**config.mk**
```make
export PLATFORM = sky130hd
export DESIGN_NAME = tmo_timer16
export DESIGN_NICKNAME = d
export VERILOG_FILES = /design/src/core/tmo_pkg.sv /design/src/core/tmo_timer16.sv
export SDC_FILE = /design/constraint.sdc
export NUM_CORES = 1
export LEC_CHECK = 0
export ABC_CLOCK_PERIOD_IN_PS = 3400
export BUFFER_PORTS_ARGS = -buffer_cell sky130_fd_sc_hd__clkbuf_2
export CAP_MARGIN = 30
export CORE_ASPECT_RATIO = 0.75
export CORE_MARGIN = 3
export CORE_UTILIZATION = 59
export DETAILED_ROUTE_END_ITERATION = 7
export PLACE_DENSITY = 0.82
export SETUP_SLACK_MARGIN = 0.4
export SLEW_MARGIN = 15
export SYNTH_ARGS = -nofsm -noshare
export SYNTH_HDL_FRONTEND = slang
export SYNTH_SLANG_ARGS = --single-unit
```
**constraint.sdc**
```tcl
create_clock -name i_sys_clk -period 3.4 [get_ports i_sys_clk]
set_clock_uncertainty 0.1 [all_clocks]
set_input_delay 0.17 -clock i_sys_clk [delete_from_list [all_inputs] [get_ports i_sys_clk]]
set_output_delay 0.17 -clock i_sys_clk [all_outputs]
set_load 0.02 [all_outputs]
```
**src/core/tmo_pkg.sv**
```systemverilog
// Constants, register map and field layout of the timer output level block.
// Assumes a single system clock and a plain strobe register port.
package tmo_pkg;

  localparam int unsigned TMO_AW = 8;
  localparam int unsigned TMO_DW = 16;

  // Register word offsets (byte addresses).
  localparam logic [7:0] TMO_OFS_COUNT  = 8'h00;
  localparam logic [7:0] TMO_OFS_CMP_A  = 8'h04;
  localparam logic [7:0] TMO_OFS_CMP_B  = 8'h08;
  localparam logic [7:0] TMO_OFS_MODE   = 8'h0C;
  localparam logic [7:0] TMO_OFS_OUTCTL = 8'h10;
  localparam logic [7:0] TMO_OFS_IRQST  = 8'h14;
  localparam logic [7:0] TMO_OFS_IRQMSK = 8'h18;

  // Mode control field positions.
  localparam int unsigned TMO_MODE_EDGE_TOG = 1;
  localparam int unsigned TMO_MODE_LO       = 2;
  localparam int unsigned TMO_MODE_HI       = 3;
  localparam int unsigned TMO_MODE_CAPA     = 4;
  localparam int unsigned TMO_MODE_CAPB     = 5;

  // Output control field positions.
  localparam int unsigned TMO_OC_ENABLE    = 0;
  localparam int unsigned TMO_OC_TOG_A     = 1;
  localparam int unsigned TMO_OC_PRE_LOW   = 2;
  localparam int unsigned TMO_OC_PRE_HIGH  = 3;
  localparam int unsigned TMO_OC_TOG_B     = 4;
  localparam int unsigned TMO_OC_OS_EN     = 5;
  localparam int unsigned TMO_OC_OS_TRIG   = 6;
  localparam int unsigned TMO_OC_ROUTE_SHR = 7;

  // Interrupt status and mask bit positions and field width.
  localparam int unsigned TMO_IRQ_A   = 0;
  localparam int unsigned TMO_IRQ_B   = 1;
  localparam int unsigned TMO_IRQ_OVF = 2;
  localparam int unsigned TMO_IRQ_W   = 3;

  // Reset values and the counter's top value.
  localparam logic [5:0]  TMO_MODE_RST   = 6'h00;
  localparam logic [7:0]  TMO_OUTCTL_RST = 8'h00;
  localparam logic [15:0] TMO_CMP_RST    = 16'h0000;
  localparam logic [2:0]  TMO_IRQ_RST    = 3'h0;
  localparam logic [15:0] TMO_COUNT_MAX  = 16'hFFFF;

  // Count clock divider default.
  localparam int unsigned TMO_PRESCALE_DEF = 4;

  typedef enum logic [1:0] {
    TMO_STOP,
    TMO_FREE_RUN,
    TMO_CLR_EDGE_A,
    TMO_CLR_MATCH_A
  } tmo_mode_t;

endpackage : tmo_pkg

```
**src/core/tmo_timer16.sv**
```systemverilog
// One 16-bit timer channel with output level preset and match toggling.
// Capture pins are asynchronous and are synchronised here; registers are
// reached over a plain strobe port with read data one cycle later.
`timescale 1ns/1ps
module tmo_timer16
  import tmo_pkg::*;
#(
  parameter int          PRESCALE = TMO_PRESCALE_DEF,
  parameter int unsigned CHANNEL  = 0
) (
  input  wire logic              i_sys_clk,
  input  wire logic              i_rst,
  input  wire logic [TMO_AW-1:0] i_addr,
  input  wire logic [TMO_DW-1:0] i_wdata,
  input  wire logic              i_wr,
  input  wire logic              i_rd,
  output logic      [TMO_DW-1:0] o_rdata,
  input  wire logic              i_capture_in_a_pin,
  input  wire logic              i_capture_in_b_pin,
  output logic                   o_timer_out_pin,
  output logic                   o_timer_out_ded_oe,
  output logic                   o_timer_out_shr_oe,
  output logic                   o_irq
);

  // Refuse dividers and channel numbers that the logic below cannot serve.
  if (PRESCALE < 2 || PRESCALE > 65536) begin : g_bad_prescale
    $error("PRESCALE must lie between 2 and 65536");
  end
  if (CHANNEL > 3) begin : g_bad_channel
    $error("CHANNEL must lie between 0 and 3");
  end

  localparam int unsigned PSW = $clog2(PRESCALE);
  localparam logic [PSW-1:0] PS_LAST = PSW'(PRESCALE - 1);
  localparam logic           OS_SHR_OK = (CHANNEL < 2);

  logic [TMO_DW-1:0]    count_q;
  logic [TMO_DW-1:0]    cmp_a_q;
  logic [TMO_DW-1:0]    cmp_b_q;
  logic [5:0]           mode_ctl_q;
  logic [7:0]           out_ctl_q;
  logic [TMO_IRQ_W-1:0] irq_st_q;
  logic [TMO_IRQ_W-1:0] irq_msk_q;
  logic [PSW-1:0]       ps_q;
  logic                 tick_q;
  logic                 out_q;
  logic                 os_active_q;
  logic [2:0]           sync_a_q;
  logic [2:0]           sync_b_q;

  tmo_mode_t mode;
  logic      running;
  logic      route_shr;
  logic      wr_mode;
  logic      wr_outctl;
  logic      edge_a;
  logic      edge_b;
  logic      match_a;
  logic      match_b;
  logic      cap_a_mode;
  logic      cap_b_mode;
  logic      cap_into_a;
  logic      cap_into_b;
  logic      ev_a;
  logic      ev_b;
  logic      ovf;
  logic      os_start;
  logic      tog_match_a;
  logic      tog_match_b;
  logic      tog_edge;
  logic      os_allowed;

  assign mode       = tmo_mode_t'(mode_ctl_q[TMO_MODE_HI:TMO_MODE_LO]);
  assign running    = (mode != TMO_STOP);
  assign route_shr  = out_ctl_q[TMO_OC_ROUTE_SHR];
  assign wr_mode    = i_wr && (i_addr == TMO_OFS_MODE);
  assign wr_outctl  = i_wr && (i_addr == TMO_OFS_OUTCTL);
  assign cap_a_mode = mode_ctl_q[TMO_MODE_CAPA];
  assign cap_b_mode = mode_ctl_q[TMO_MODE_CAPB];

  // Input a is lost to the output when the output sits on the shared pin.
  assign edge_a = running && !route_shr && sync_a_q[1] && !sync_a_q[2];
  assign edge_b = running && sync_b_q[1] && !sync_b_q[2];

  assign match_a = tick_q && running && (count_q == cmp_a_q);
  assign match_b = tick_q && running && (count_q == cmp_b_q);
  assign ovf     = tick_q && running && (count_q == TMO_COUNT_MAX);

  // Input a captures into b, input b captures into a.
  assign cap_into_b = cap_b_mode && edge_a;
  assign cap_into_a = cap_a_mode && edge_b;
  assign ev_a = cap_a_mode ? cap_into_a : match_a;
  assign ev_b = cap_b_mode ? cap_into_b : match_b;

  assign tog_match_a = !cap_a_mode && match_a && out_ctl_q[TMO_OC_TOG_A];
  assign tog_match_b = !cap_b_mode && match_b && out_ctl_q[TMO_OC_TOG_B];
  assign tog_edge    = edge_a && mode_ctl_q[TMO_MODE_EDGE_TOG];

  // One-shot is unavailable on the shared routing for channels 2 and 3.
  assign os_allowed = !route_shr || OS_SHR_OK;
  assign os_start = out_ctl_q[TMO_OC_OS_EN] && os_allowed
                    && (mode == TMO_FREE_RUN || mode == TMO_CLR_EDGE_A)
                    && ((wr_outctl && i_wdata[TMO_OC_OS_TRIG])
                        || edge_a);

  // The divider never restarts, so the first tick after a start falls
  // anywhere within one count period.
  always_ff @(posedge i_sys_clk or posedge i_rst) begin
    if (i_rst) begin
      ps_q   <= '0;
      tick_q <= 1'b0;
    end else begin
      ps_q   <= (ps_q == PS_LAST) ? '0 : ps_q + 1'b1;
      tick_q <= (ps_q == PS_LAST);
    end
  end

  always_ff @(posedge i_sys_clk or posedge i_rst) begin
    if (i_rst) begin
      sync_a_q <= 3'b000;
      sync_b_q <= 3'b000;
    end else begin
      sync_a_q <= {sync_a_q[1:0], i_capture_in_a_pin};
      sync_b_q <= {sync_b_q[1:0], i_capture_in_b_pin};
    end
  end

  always_ff @(posedge i_sys_clk or posedge i_rst) begin
    if (i_rst) begin
      count_q <= '0;
    end else if (!running) begin
      count_q <= '0;
    end else if (mode == TMO_CLR_EDGE_A && edge_a) begin
      count_q <= '0;
    end else if (mode == TMO_CLR_MATCH_A && match_a) begin
      count_q <= '0;
    end else if (tick_q) begin
      count_q <= count_q + 1'b1;
    end
  end

  // A capture wins over a software write in the same cycle; a read in
  // that cycle still returns the old value.
  always_ff @(posedge i_sys_clk or posedge i_rst) begin
    if (i_rst) begin
      cmp_a_q <= TMO_CMP_RST;
      cmp_b_q <= TMO_CMP_RST;
    end else begin
      if (cap_into_a) begin
        cmp_a_q <= count_q;
      end else if (i_wr && i_addr == TMO_OFS_CMP_A) begin
        cmp_a_q <= i_wdata;
      end
      if (cap_into_b) begin
        cmp_b_q <= count_q;
      end else if (i_wr && i_addr == TMO_OFS_CMP_B) begin
        cmp_b_q <= i_wdata;
      end
    end
  end

  always_ff @(posedge i_sys_clk or posedge i_rst) begin
    if (i_rst) begin
      mode_ctl_q <= TMO_MODE_RST;
      out_ctl_q  <= TMO_OUTCTL_RST;
    end else begin
      if (wr_mode) begin
        mode_ctl_q <= i_wdata[5:0];
      end
      if (wr_outctl) begin
        out_ctl_q <= i_wdata[7:0] & ~(8'h01 << TMO_OC_OS_TRIG);
      end
    end
  end

  // Output level: presets act only while stopped, matches and edges only
  // while running; two inversions in one cycle cancel.
  always_ff @(posedge i_sys_clk or posedge i_rst) begin
    if (i_rst) begin
      out_q <= 1'b0;
    end else if (!running) begin
      if (wr_outctl && !running) begin
        case (i_wdata[TMO_OC_PRE_HIGH:TMO_OC_PRE_LOW])
          2'b01:   out_q <= 1'b0;
          2'b10:   out_q <= 1'b1;
          default: out_q <= out_q;
        endcase
      end
    end else if (os_active_q) begin
      if (match_a) begin
        out_q <= 1'b0;
      end else if (match_b) begin
        out_q <= 1'b1;
      end
    end else begin
      out_q <= out_q ^ tog_match_a ^ tog_match_b ^ tog_edge;
    end
  end

  always_ff @(posedge i_sys_clk or posedge i_rst) begin
    if (i_rst) begin
      os_active_q <= 1'b0;
    end else if (!running || match_a) begin
      os_active_q <= 1'b0;
    end else if (os_start) begin
      os_active_q <= 1'b1;
    end
  end

  // Status bits are set by events and cleared by writing ones; a set in
  // the clearing cycle survives.
  always_ff @(posedge i_sys_clk or posedge i_rst) begin
    if (i_rst) begin
      irq_st_q  <= TMO_IRQ_RST;
      irq_msk_q <= TMO_IRQ_RST;
    end else begin
      if (i_wr && i_addr == TMO_OFS_IRQST) begin
        irq_st_q <= (irq_st_q & ~i_wdata[TMO_IRQ_W-1:0])
                    | {ovf, ev_b, ev_a};
      end else begin
        irq_st_q <= irq_st_q | {ovf, ev_b, ev_a};
      end
      if (i_wr && i_addr == TMO_OFS_IRQMSK) begin
        irq_msk_q <= i_wdata[TMO_IRQ_W-1:0];
      end
    end
  end

  always_ff @(posedge i_sys_clk or posedge i_rst) begin
    if (i_rst) begin
      o_irq <= 1'b0;
    end else begin
      o_irq <= |(irq_st_q & irq_msk_q);
    end
  end

  always_ff @(posedge i_sys_clk or posedge i_rst) begin
    if (i_rst) begin
      o_timer_out_ded_oe <= 1'b0;
      o_timer_out_shr_oe <= 1'b0;
    end else begin
      o_timer_out_ded_oe <= out_ctl_q[TMO_OC_ENABLE] && !route_shr;
      o_timer_out_shr_oe <= out_ctl_q[TMO_OC_ENABLE] && route_shr;
    end
  end

  assign o_timer_out_pin = out_q;

  always_ff @(posedge i_sys_clk or posedge i_rst) begin
    if (i_rst) begin
      o_rdata <= '0;
    end else if (i_rd) begin
      case (i_addr)
        TMO_OFS_COUNT:  o_rdata <= count_q;
        TMO_OFS_CMP_A:  o_rdata <= cmp_a_q;
        TMO_OFS_CMP_B:  o_rdata <= cmp_b_q;
        TMO_OFS_MODE:   o_rdata <= {10'h000, mode_ctl_q};
        TMO_OFS_OUTCTL: o_rdata <= {8'h00, out_ctl_q};
        TMO_OFS_IRQST:  o_rdata <= {13'h0000, irq_st_q};
        TMO_OFS_IRQMSK: o_rdata <= {13'h0000, irq_msk_q};
        default:        o_rdata <= '0;
      endcase
    end else begin
      o_rdata <= '0;
    end
  end
endmodule : tmo_timer16

```
# Yosys cells after proc, flatten, opt, wreduce, memory -nomap -nowiden
# Cells that the tools add are included.
# word_totals
inputBits,30
ff_bits,97
out_inout_bits,20
word_cells,114
# op_classes
n_bitwise,8
n_eq_ne,17
reduce_logical,48
addsub,2
muxes,22
# ops
cell,count
16-bit two-way mux,9
16-bit one-hot mux with 7 select lines,1
16-bit == test,2
1-bit logical AND,30
8-bit by 5-bit == test with 1-bit output (second input constant),3
16-bit by 1-bit adder with 16-bit output (second input constant),1
16-bit == test (second input constant),1
8-bit by 4-bit == test with 1-bit output (second input constant),2
2-bit nonzero test,5
1-bit two-way mux,9
2-bit == test (second input constant),4
8-bit by 3-bit == test with 1-bit output (second input constant),1
8-bit logical NOT,1
4-bit by 2-bit != test with 1-bit output (second input constant),2
3-bit bitwise AND,2
1-bit logical NOT,6
3-bit OR,2
2-bit by 1-bit == test with 1-bit output (second input constant),2
1-bit logical OR,3
3-bit two-way mux,1
3-bit inverter,1
3-bit AND reduction,1
3-bit nonzero test,1
3-bit OR reduction,1
other kinds (4),6

# Depth between registers and ports, before layout
# Gate-level depths: netlist (run 1).
# logic_depth
ltp_word,10
ltp_mapped,10
ltp_nobuf,8

# Worst setup path before layout (run 1)
# No wires, ideal clock.
# synth_timing
path_kind,flip-flop to flip-flop
from,register mode_ctl_q[2]
to,register cmp_b_q[0]
setup_ns,0.135
period_less_slack_ns,2.050
path_stages_with_launch,10
t_arrival_ns,1.815
setup_slack_ns,1.350
required_ns,3.165
cell_sequence,dfrtp_1 > inv_1 > ha_1 > buf_2 > nor4b_2 > nand2_1 > buf_2 > buf_2 > mux2i_1 > o21ai_0
# synth_between
elab_chain_len,6
word_cells_on_any_way,7
# synth_lines
item,line,text
"start, declared",tmo_timer16.sv:41,logic [5:0] mode_ctl_q;
"start signal, assigned",tmo_timer16.sv:169,mode_ctl_q <= i_wdata[5:0];
2-bit nonzero test *,tmo_timer16.sv:75,assign running = (mode != TMO_STOP);
1-bit logical AND * (3 in series),tmo_timer16.sv:83,assign edge_a = running && !route_shr && sync_a_q[1] && !sync_a_q[2];
1-bit logical AND *,tmo_timer16.sv:91,assign cap_into_b = cap_b_mode && edge_a;
16-bit two-way mux / 2-bit nonzero test (equally long branches),-,
"end signal, assigned",tmo_timer16.sv:156,cmp_b_q <= count_q;
"end signal, assigned",tmo_timer16.sv:158,cmp_b_q <= i_wdata;
"end, declared",tmo_timer16.sv:40,logic [TMO_DW-1:0] cmp_b_q;
# Mark *: on every way between the ends. The rest lies on a longest branch, timed or not.
# A chain may end at the register's enable or synchronous reset.

# Worst setup path after layout (run 1)
# layout_timing
from,register mode_ctl_q[2]
to,register cmp_a_q[7]
# layout_between
elab_chain_len,5
word_cells_on_any_way,6
# layout_lines
item,line,text
2-bit nonzero test *,tmo_timer16.sv:75,
1-bit logical AND * (2 in series),tmo_timer16.sv:84,assign edge_b = running && sync_b_q[1] && !sync_b_q[2];
1-bit logical AND *,tmo_timer16.sv:92,assign cap_into_a = cap_a_mode && edge_b;
16-bit two-way mux / 2-bit nonzero test (equally long branches),-,
"end signal, assigned",tmo_timer16.sv:151,cmp_a_q <= count_q;
"end signal, assigned",tmo_timer16.sv:153,cmp_a_q <= i_wdata;
"end, declared",tmo_timer16.sv:39,logic [TMO_DW-1:0] cmp_a_q;
# Marked as above.

==> flow_summary_export.csv, run 1 <==
group,metric,value,unit
drt,remaining_drc_errors,0,
critical_path,cp_cell_sequence,"inv_1 -> ha_1 -> nor4b_2 -> buf_4 -> mux2i_1 -> o21ai_0",
synth,ys_seq_area_share,48.5,%
synth,yosysTopAreaCell,"dfrtp_1",
critical_path,crit_fanout,10,
clock_tree,clock-sinks,97,
grt,grt_pass1_vias,4011,
critical_path,critical_path_arrival,2.71,ns
clock_tree,ctsResizeCount,0,
floorplanning,chipWidth,112,um
drt,drt_iter0_drc,502,
synth,ys_types,51,
place,placed_cell_area,5320,um2
final_layout,drive_above_1_share,20.9,%
power,p_clk_share,41.0,%
status,status,"completed",
power,power_leakage,2.54,nW
timing,hold_viol_final,0,
timing,fmax,385,MHz
synth,yosysWarnings,0,
synth,synthTopCellsByArea,"dfrtp_1, xnor2_1, mux2i_1",
synth,synth-main-ff-cell,"dfrtp_1",
critical_path,end_kind,"flop",
timing,finalSetupViolCount,0,
floorplanning,die_area,9640,um2
synth,ys_top_cells_by_count,"dfrtp_1, nand2_1, xnor2_1, mux2i_1, o21ai_0",
clock_tree,clockRootBuffer,"clkbuf_16",
power,ir_drop,0.366,mV
critical_path,worst-path-buf-inv,2,
synth,synth_edf_count,0,
drt,wirelength,13.2,mm
drt,avgViaCountPerCell,6.39,
power,p_seq_share,49.6,%
timing,setup_tns,0,ns
critical_path,path_delay_family,"simple AND/OR/NAND/NOR gates",
power,swShare,25.1,%
critical_path,cp.required,3.51,ns
drt,firstDrtPassIters,6,
power,power_density,447,nW/um2
timing,min_period_over_period,76.3,%
timing,drv_slew,0,
grt,overflow,0,
critical_path,critPathKind,"reg2reg",
floorplanning,ios,50,
critical_path,crit_cells,6,
worst_hold_path,min_path_type,"in2reg",
grt,antenna_found_initial,0,
final_layout,antenna-diode-count,0,
drt,drt-wirelength-per-cell,20.9,um
critical_path,critPathSlowestCell,"nor4b_2",
synth,synth-seq-cells,97,
synth,synth_area,5000,um2
floorplanning,start_util,62.1,%
critical_path,reg2reg_depth,6,
final_layout,fin_area,5660,um2
synth,ys_async_sr_fraction,100,%
critical_path,slowest_delay,0.84,ns
place,hpwlAfterDp,9.17,mm
floorplanning,die_h,85.8,um
clock_tree,htreeDepth,3,
timing,min_period,2.60,ns
synth,synth_top_area_share,48.5,%
clock_tree,post-cts-setup-buffer-count,0,
timing,tightestPinTransition,0.961,ns
final_layout,finalNetCount,556,
critical_path,cp-start-kind,"flop",
floorplanning,num_rows,28,
clock_tree,cts_tree,"done",
synth,yosys.cell_count.top_type,"dfrtp_1",
grt,grt_max_degree,68,
floorplanning,core,8060,um2
job,maxCapViolCount,0,
drt,vias,4032,
grt,track_usage,28.5,%
drt,drtAntennaViolNets,0,
grt,grt_pass1_wl,21.2,mm
timing,relSlewSlack,35.8,%
power,combPwrFrac,9.4,%
place,io_buffers,49,
place,globalplace.congestion,0.981,
clock_tree,clk-insertion-delay-late,0.35,ns
clock_tree,cts_buffers,9,
power,p_int,1.89,mW
power,switching_power,0.635,mW
final_layout,syn_to_final_growth,13.0,%
clock_tree,clk_pin_slew,0.07,ns
worst_hold_path,whs_path_depth,2,
synth,postSynthCellCount,482,
clock_tree,ctsLongestPathBuffers,2,
synth,syn_nets,517,
timing,rsz0062_at_grt,"no",
synth,postSynthAreaPerCell,10.4,um2
what timing repair did:
item	4_1_cts	5_1_grt
setup endpoints to repair	0	0
hold buffers	3	0
hold endpoints to repair	67	0
kinds of logic after synthesis:
group	share of synthesized area, %
simple gates	16.4
buf+inv	4.02
compound gates	11.2
xor+xnor	8.40
fa+ha+maj	1.25
mux	10.2
flops	48.5
worst reg2reg max path, delay by kind of cell, from the launching register on:
kind	cells	cell delay (ns)
fa+ha+maj	1	0.34
compound gates	1	0.11
flops	1	0.40
simple gates	1	0.84
mux	1	0.23
buf+inv	2	0.45
metal layers:
metal | up-vias | GRT usage [%] | part of all wire [%] | wire (um)
li1 | 1781 | - | - | -
met1 | 1997 | 38.7 | 42 | 5490
met2 | 223 | 44.9 | 46 | 6120
met3 | 31 | 7.48 | 9.9 | 1310
met4 | 0 | 10.0 | 1.9 | 246
met5 | - | 0 | 0 | 0
cell usage in the layout (no fill, tap or decap), types with 12 or more instances in the layout:
cell type,instances
dfrtp_1,97
nand2_1,62
clkbuf_2,49
xnor2_1,38
mux2i_1,31
o21ai_0,31
nor2_1,18
mux2_2,18
nand4_1,14
nand3_1,12
and2_1,12
final timing paths:
path | from | endpoint | slack, ns
min | i_wdata[7] | out_ctl_q[7] | 0.02
max in group asynchronous | i_rst | cmp_b_q[2] | 1.99
max | mode_ctl_q[2] | cmp_a_q[7] | 0.80
min in group asynchronous | i_rst | sync_b_q[1] | 0.45
max reg2reg | mode_ctl_q[2] | cmp_a_q[7] | 0.80
min reg2reg | sync_b_q[0] | sync_b_q[1] | 0.25
area by class of cell:
type / count / area (um2)
clock buffer: 10 / 239
clock inverter: 6 / 67.6
fill: 581 / 2400
inverter: 8 / 32.5
multi-input combinational: 341 / 2390
sequential: 97 / 2430
tap: 105 / 131
timing repair buffer: 64 / 369
registers in the layout, summed over array words and instances (netlist names):
register and cells:
sync_a_q 3, cmp_a_q 16, ps_q 2, o_timer_out_pin 1, irq_msk_q 3, sync_b_q 3, count_q 16, o_rdata 16
mode_ctl_q 6, o_irq 1, o_timer_out_ded_oe 1, cmp_b_q 16, os_active_q 1, tick_q 1, irq_st_q 3, o_timer_out_shr_oe 1
out_ctl_q 7
stage by stage:
step	worst slack, ns	hold WS (ns)	std cells	total power [mW]	utilization [%]
after global placement	0.975	0.181	611	1.49	65.9
final	0.804	0.0208	631	2.53	70.2
after detailed placement	0.865	0.180	612	1.51	66.0
after CTS	0.834	0.0111	631	2.54	70.2
after global routing	0.739	0.0120	631	2.62	70.2
after floorplan	0.596	0.101	482	1.41	-
power groups by stage:
stage	clock network [mW]	registers (mW)	logic, mW
after floorplan	0	1.26	0.151
after global routing	1.10	1.26	0.260
after detailed placement	0	1.27	0.232
final	1.04	1.25	0.236
after CTS	1.05	1.25	0.237
after global placement	0	1.27	0.223
Power figures use the tool's default switching activity.
==> run 2, diff against run 1 <==
ABC_CLOCK_PERIOD_IN_PS = 2600   (was 3400)
clock period = 2.6 ns   (was 3.4 ns; I/O delays follow)
==> flow_summary_export.csv, run 2 (synthesized netlist as in run 1, its figures left out) <==
group,metric,value,unit
status,status,"completed",
grt,grt_max_degree,34,
critical_path,cp.required,2.73,ns
critical_path,critical_path_arrival,2.35,ns
grt,grt_pass1_vias,4097,
drt,drt_iter0_drc,602,
power,ir_drop,0.574,mV
power,power_density,556,nW/um2
final_layout,final_common_cell,"dfrtp_1",
timing,rsz0062_at_grt,"no",
drt,drt-wirelength-per-cell,20.8,um
drt,wirelength,13.6,mm
final_layout,mostFrequentLayoutCells,"dfrtp_1, nand2_1, clkbuf_2, xnor2_1",
clock_tree,cts_tree,"done",
drt,vias,4161,
grt,antenna_found_initial,0,
final_layout,final_cells,656,
timing,setup_tns,0,ns
drt,avgViaCountPerCell,6.34,
place,dp.cells,629,
place,globalplace.congestion,1.01,
drt,firstDrtPassIters,6,
drt,drtAntennaViolNets,0,
final_layout,drive_above_1_share,23.8,%
floorplanning,die_h,85.8,um
clock_tree,clockRootBuffer,"clkbuf_16",
timing,drv_slew,0,
critical_path,worst-path-buf-inv,1,
worst_hold_path,min_path_type,"in2reg",
grt,track_usage,29.4,%
critical_path,crit_start,"count_q[3]",
critical_path,end_kind,"flop",
critical_path,cp_cell_sequence,"buf_4 -> xnor2_1 -> nand3_1 -> nor4_2 -> and4_1 -> nand4bb_1 -> nand3_1",
floorplanning,ios,50,
floorplanning,die_area,9640,um2
final_layout,syn_to_final_growth,18.2,%
clock_tree,cts_buffers,9,
critical_path,regToRegStartpoint,"count_q[3]",
critical_path,cp-start-kind,"flop",
critical_path,reg2reg_depth,7,
timing,finalSetupViolCount,0,
clock_tree,clk_pin_slew,0.07,ns
critical_path,r2r-end,"o_timer_out_pin",
clock_tree,clock-sinks,97,
place,hpwlAfterDp,9.75,mm
timing,fmax,450,MHz
critical_path,crit_cells,7,
final_layout,finalNetCount,581,
final_layout,fillers,536,
timing,tightestPinTransition,0.745,ns
job,maxCapViolCount,0,
clock_tree,htreeDepth,3,
timing,hold_viol_final,0,
timing,relSlewSlack,50.2,%
critical_path,critPathMostFrequentCell,"nand3_1",
critical_path,crit_fanout,8,
clock_tree,clk-insertion-delay-late,0.35,ns
critical_path,critPathCapture,"o_timer_out_pin",
timing,min_period,2.22,ns
critical_path,critPathKind,"reg2reg",
floorplanning,core,8060,um2
critical_path,path_delay_family,"simple AND/OR/NAND/NOR gates",
drt,remaining_drc_errors,0,
floorplanning,start_util,62.1,%
place,io_buffers,49,
critical_path,critPathSlowestCell,"nor4_2",
grt,overflow,0,
critical_path,r2r_slack,0.38,ns
timing,min_period_over_period,85.4,%
clock_tree,ctsLongestPathBuffers,2,
final_layout,antenna-diode-count,0,
power,power_leakage,2.70,nW
floorplanning,chipWidth,112,um
critical_path,slowest_delay,0.42,ns
floorplanning,num_rows,28,
grt,grt_pass1_wl,21.9,mm
run 2: worst min path at each step:
| stage | from | end | slack [ns] | cells after the start |
|---|---|---|---|---|
| after floorplan | i_capture_in_a_pin | sync_a_q[0] | 0.06 | 0 |
| after CTS | i_wdata[10] | cmp_b_q[10] | 0.001 | 3 |
| after detailed placement | i_capture_in_b_pin | sync_b_q[0] | 0.14 | 1 |
| final | i_wdata[11] | cmp_b_q[11] | 0.02 | 3 |
| after global placement | i_capture_in_a_pin | sync_a_q[0] | 0.14 | 1 |
| after global routing | i_wdata[5] | mode_ctl_q[5] | 0.02 | 2 |
run 2: layout make-up:
cell class / instances / area, um2 / area share (%)
flip-flops and latches: 97 / 2430 / 41.0
well taps: 105 / 131 / 2.22
repair buffers: 89 / 588 / 9.94
clock inverters: 3 / 22.5 / 0.381
inverters: 8 / 33.8 / 0.571
clock buffers: 13 / 280 / 4.74
multi-input cells: 341 / 2430 / 41.1
run 2: through the flow:
step / hold slack, ns / setup WS, ns / util (%) / area (um2) / total power [mW]
4_1_cts: 0.00147 / 0.470 / 72.9 / 5880 / 3.29
3_3_place_gp: 0.138 / 0.309 / 67.6 / 5450 / 1.96
5_1_grt: 0.0196 / 0.396 / 73.4 / 5920 / 3.40
6_report: 0.0170 / 0.379 / 73.4 / 5920 / 3.29
3_5_place_dp: 0.140 / 0.209 / 67.8 / 5470 / 1.97
2_1_floorplan: 0.0614 / 0.550 / - / 5010 / 1.85
run 2: report_power, final:
part / internal [mW] / switching, mW
Sequential: 1.57 / 0.0721
Clock: 0.755 / 0.557
Combinational: 0.141 / 0.188
Total: 2.47 / 0.818
run 2: tightest hold or removal path: cells and delay by family:
kind	cells	cell delay, ns
AOI/OAI and AO/OA	1	0.14
buffers and inverters	1	0.10
muxes	1	0.06
run 2: routing by layer:
layer  vias to the layer above  wire, um  part of all wire (%)  track usage, %
li1                       1831         -                     -               -
met1                      2003      5470                    40            39.2
met2                       291      6210                    46            45.1
met3                        36      1630                    12            10.4
met4                         0       304                   2.2            10.2
met5                         -         0                     0               0
run 2: what timing repair did:
| item | in CTS | in global routing |
|---|---|---|
| buffers inserted | 0 | 2 |
| endpoints found under the setup margin | 30 | 35 |
| hold buffers | 9 | 0 |
| pin swaps | 0 | 2 |
| resized for setup | 3 | 3 |
| endpoints found under the hold margin | 39 | 0 |
==> run 3, diff against run 2 <==
ABC_CLOCK_PERIOD_IN_PS = 2300   (was 2600)
clock period = 2.3 ns   (was 2.6 ns; I/O delays follow)
==> flow_summary_export.csv, run 3 (synthesized netlist as in run 1, its figures left out) <==
group,metric,value,unit
status,status,"completed",
timing,min_period_over_period,84.8,%
final_layout,drive_above_1_share,29.1,%
worst_hold_path,hold_start,"i_wdata[15]",
floorplanning,die_h,85.8,um
critical_path,worst-path-buf-inv,0,
timing,finalSetupViolCount,0,
floorplanning,num_rows,28,
critical_path,reg2reg_depth,6,
clock_tree,cts_buffers,9,
timing,hold_viol_final,0,
place,io_buffers,49,
critical_path,critical_path_arrival,2.07,ns
worst_hold_path,whs_path_depth,3,
floorplanning,chipWidth,112,um
drt,vias,4210,
final_layout,mostFrequentLayoutCells,"dfrtp_1, nand2_1, clkbuf_2, xnor2_1, buf_4",
final_layout,final_cells,668,
grt,grt_pass1_wl,23.2,mm
drt,firstDrtPassIters,7,
timing,fmax,513,MHz
place,globalplace.congestion,0.946,
floorplanning,die_area,9640,um2
grt,track_usage,31.7,%
final_layout,antenna-diode-count,0,
clock_tree,cts_tree,"done",
critical_path,regToRegStartpoint,"count_q[8]",
critical_path,path_delay_family,"simple AND/OR/NAND/NOR gates",
timing,rsz0062_at_grt,"yes",
grt,grt_pass1_vias,4262,
place,placed_cell_area,5490,um2
power,p_seq_share,50.4,%
drt,drt-wirelength-per-cell,22.5,um
worst_hold_path,min_path_type,"in2reg",
clock_tree,htreeDepth,3,
timing,relSlewSlack,61.9,%
timing,whs,0.00129,ns
timing,drv_slew,0,
clock_tree,clk-insertion-delay-late,0.35,ns
clock_tree,ctsLongestPathBuffers,2,
clock_tree,clk_pin_slew,0.07,ns
critical_path,r2r-end,"o_timer_out_pin",
drt,drt_iter0_drc,833,
final_layout,final_common_cell,"dfrtp_1",
place,hpwlAfterDp,9.99,mm
power,p_clk_share,38.2,%
worst_hold_path,whs_endpoint,"cmp_b_q[15]",
drt,avgViaCountPerCell,6.30,
critical_path,slowest_delay,0.48,ns
final_layout,syn_to_final_growth,23.3,%
final_layout,finalNetCount,594,
timing,tightestPinTransition,0.571,ns
floorplanning,ios,50,
clock_tree,clockRootBuffer,"clkbuf_16",
power,power_leakage,2.76,nW
drt,wirelength,15.0,mm
timing,min_period,1.95,ns
job,maxCapViolCount,0,
power,ir_drop,0.532,mV
grt,overflow,0,
drt,remaining_drc_errors,0,
final_layout,fin_area,6170,um2
power,combPwrFrac,11.4,%
critical_path,cp_cell_sequence,"xnor2_2 -> nand4_1 -> nor4_4 -> a31oi_1 -> o2111ai_1 -> nand3_1",
power,power_density,597,nW/um2
critical_path,cp.required,2.42,ns
clock_tree,clock-sinks,97,
power,swShare,26.7,%
power,p_int,2.70,mW
floorplanning,core,8060,um2
critical_path,critPathKind,"reg2reg",
power,switching_power,0.985,mW
critical_path,end_kind,"flop",
critical_path,r2r_slack,0.35,ns
critical_path,crit_fanout,5,
grt,grt_max_degree,98,
grt,antenna_found_initial,0,
critical_path,cp-start-kind,"flop",
drt,drtAntennaViolNets,0,
floorplanning,start_util,62.1,%
critical_path,critPathSlowestCell,"dfrtp_2",
place,dp.cells,629,
==> run 3: timing repair <==
action | 4_1_cts | 5_1_grt
setup buffers | 4 | 7
pin swaps | 11 | 9
endpoints found under the setup margin | 50 | 50
resized for setup | 19 | 21
hold buffers | 11 | 0
endpoints found under the hold margin | 112 | 0
gates cloned | 1 | 1
==> run 3: how the worst max path moves through the flow <==
stage | from | slack (ns) | cells after the start | endpoint
finish | count_q[8] | 0.35 | 6 | o_timer_out_pin
global placement | mode_ctl_q[2] | 0.1 | 7 | count_q[12]
global route | mode_ctl_q[3] | 0.19 | 8 | o_timer_out_pin
CTS | mode_ctl_q[3] | 0.38 | 8 | o_timer_out_pin
detailed placement | mode_ctl_q[2] | -0.02 | 7 | count_q[7]
floorplan | mode_ctl_q[2] | 0.40 | 9 | o_timer_out_pin
==> run 3: final cells by class <==
| type | count | area (um2) |
|---|---|---|
| clock inverters | 5 | 40.0 |
| fillers | 554 | 1890 |
| well taps | 105 | 131 |
| clock buffers | 10 | 229 |
| inverters | 8 | 33.8 |
| multi-input cells | 341 | 2530 |
| repair buffers | 102 | 768 |
| flip-flops and latches | 97 | 2440 |
==> run 3: power groups by stage <==
| stage | Combinational [mW] | Sequential [mW] | Clock [mW] |
|---|---|---|---|
| finish | 0.420 | 1.86 | 1.41 |
| detailed placement | 0.354 | 1.88 | 0 |
| floorplan | 0.231 | 1.86 | 0 |
| global placement | 0.341 | 1.88 | 0 |
| global route | 0.457 | 1.86 | 1.50 |
| CTS | 0.389 | 1.85 | 1.41 |
==> run 3: tightest hold or removal path, stage by stage <==
cell and delay (ns):
clkbuf_2 0.10, a21oi_1 0.06, o21ai_0 0.14
==> run 3: per-stage QoR <==
| step | total power, mW | utilization, % | setup TNS, ns | setup slack [ns] |
|---|---|---|---|---|
| CTS | 3.65 | 74.7 | 0 | 0.384 |
| global placement | 2.22 | 68.2 | 0 | 0.0971 |
| detailed placement | 2.24 | 68.2 | -0.142 | -0.0231 |
| floorplan | 2.09 | - | 0 | 0.400 |
| finish | 3.69 | 76.6 | 0 | 0.349 |
| global route | 3.82 | 76.6 | 0 | 0.194 |
==> run 3: layer usage <==
metal / wire length, um / share of wire, % / vias up / track usage [%]
li1: - / - / 1851 / -
met1: 6280 / 42 / 2078 / 43.5
met2: 6910 / 46 / 252 / 48.5
met3: 1560 / 10 / 29 / 10.5
met4: 264 / 1.8 / 0 / 9.17
met5: 0 / 0 / - / 2.56
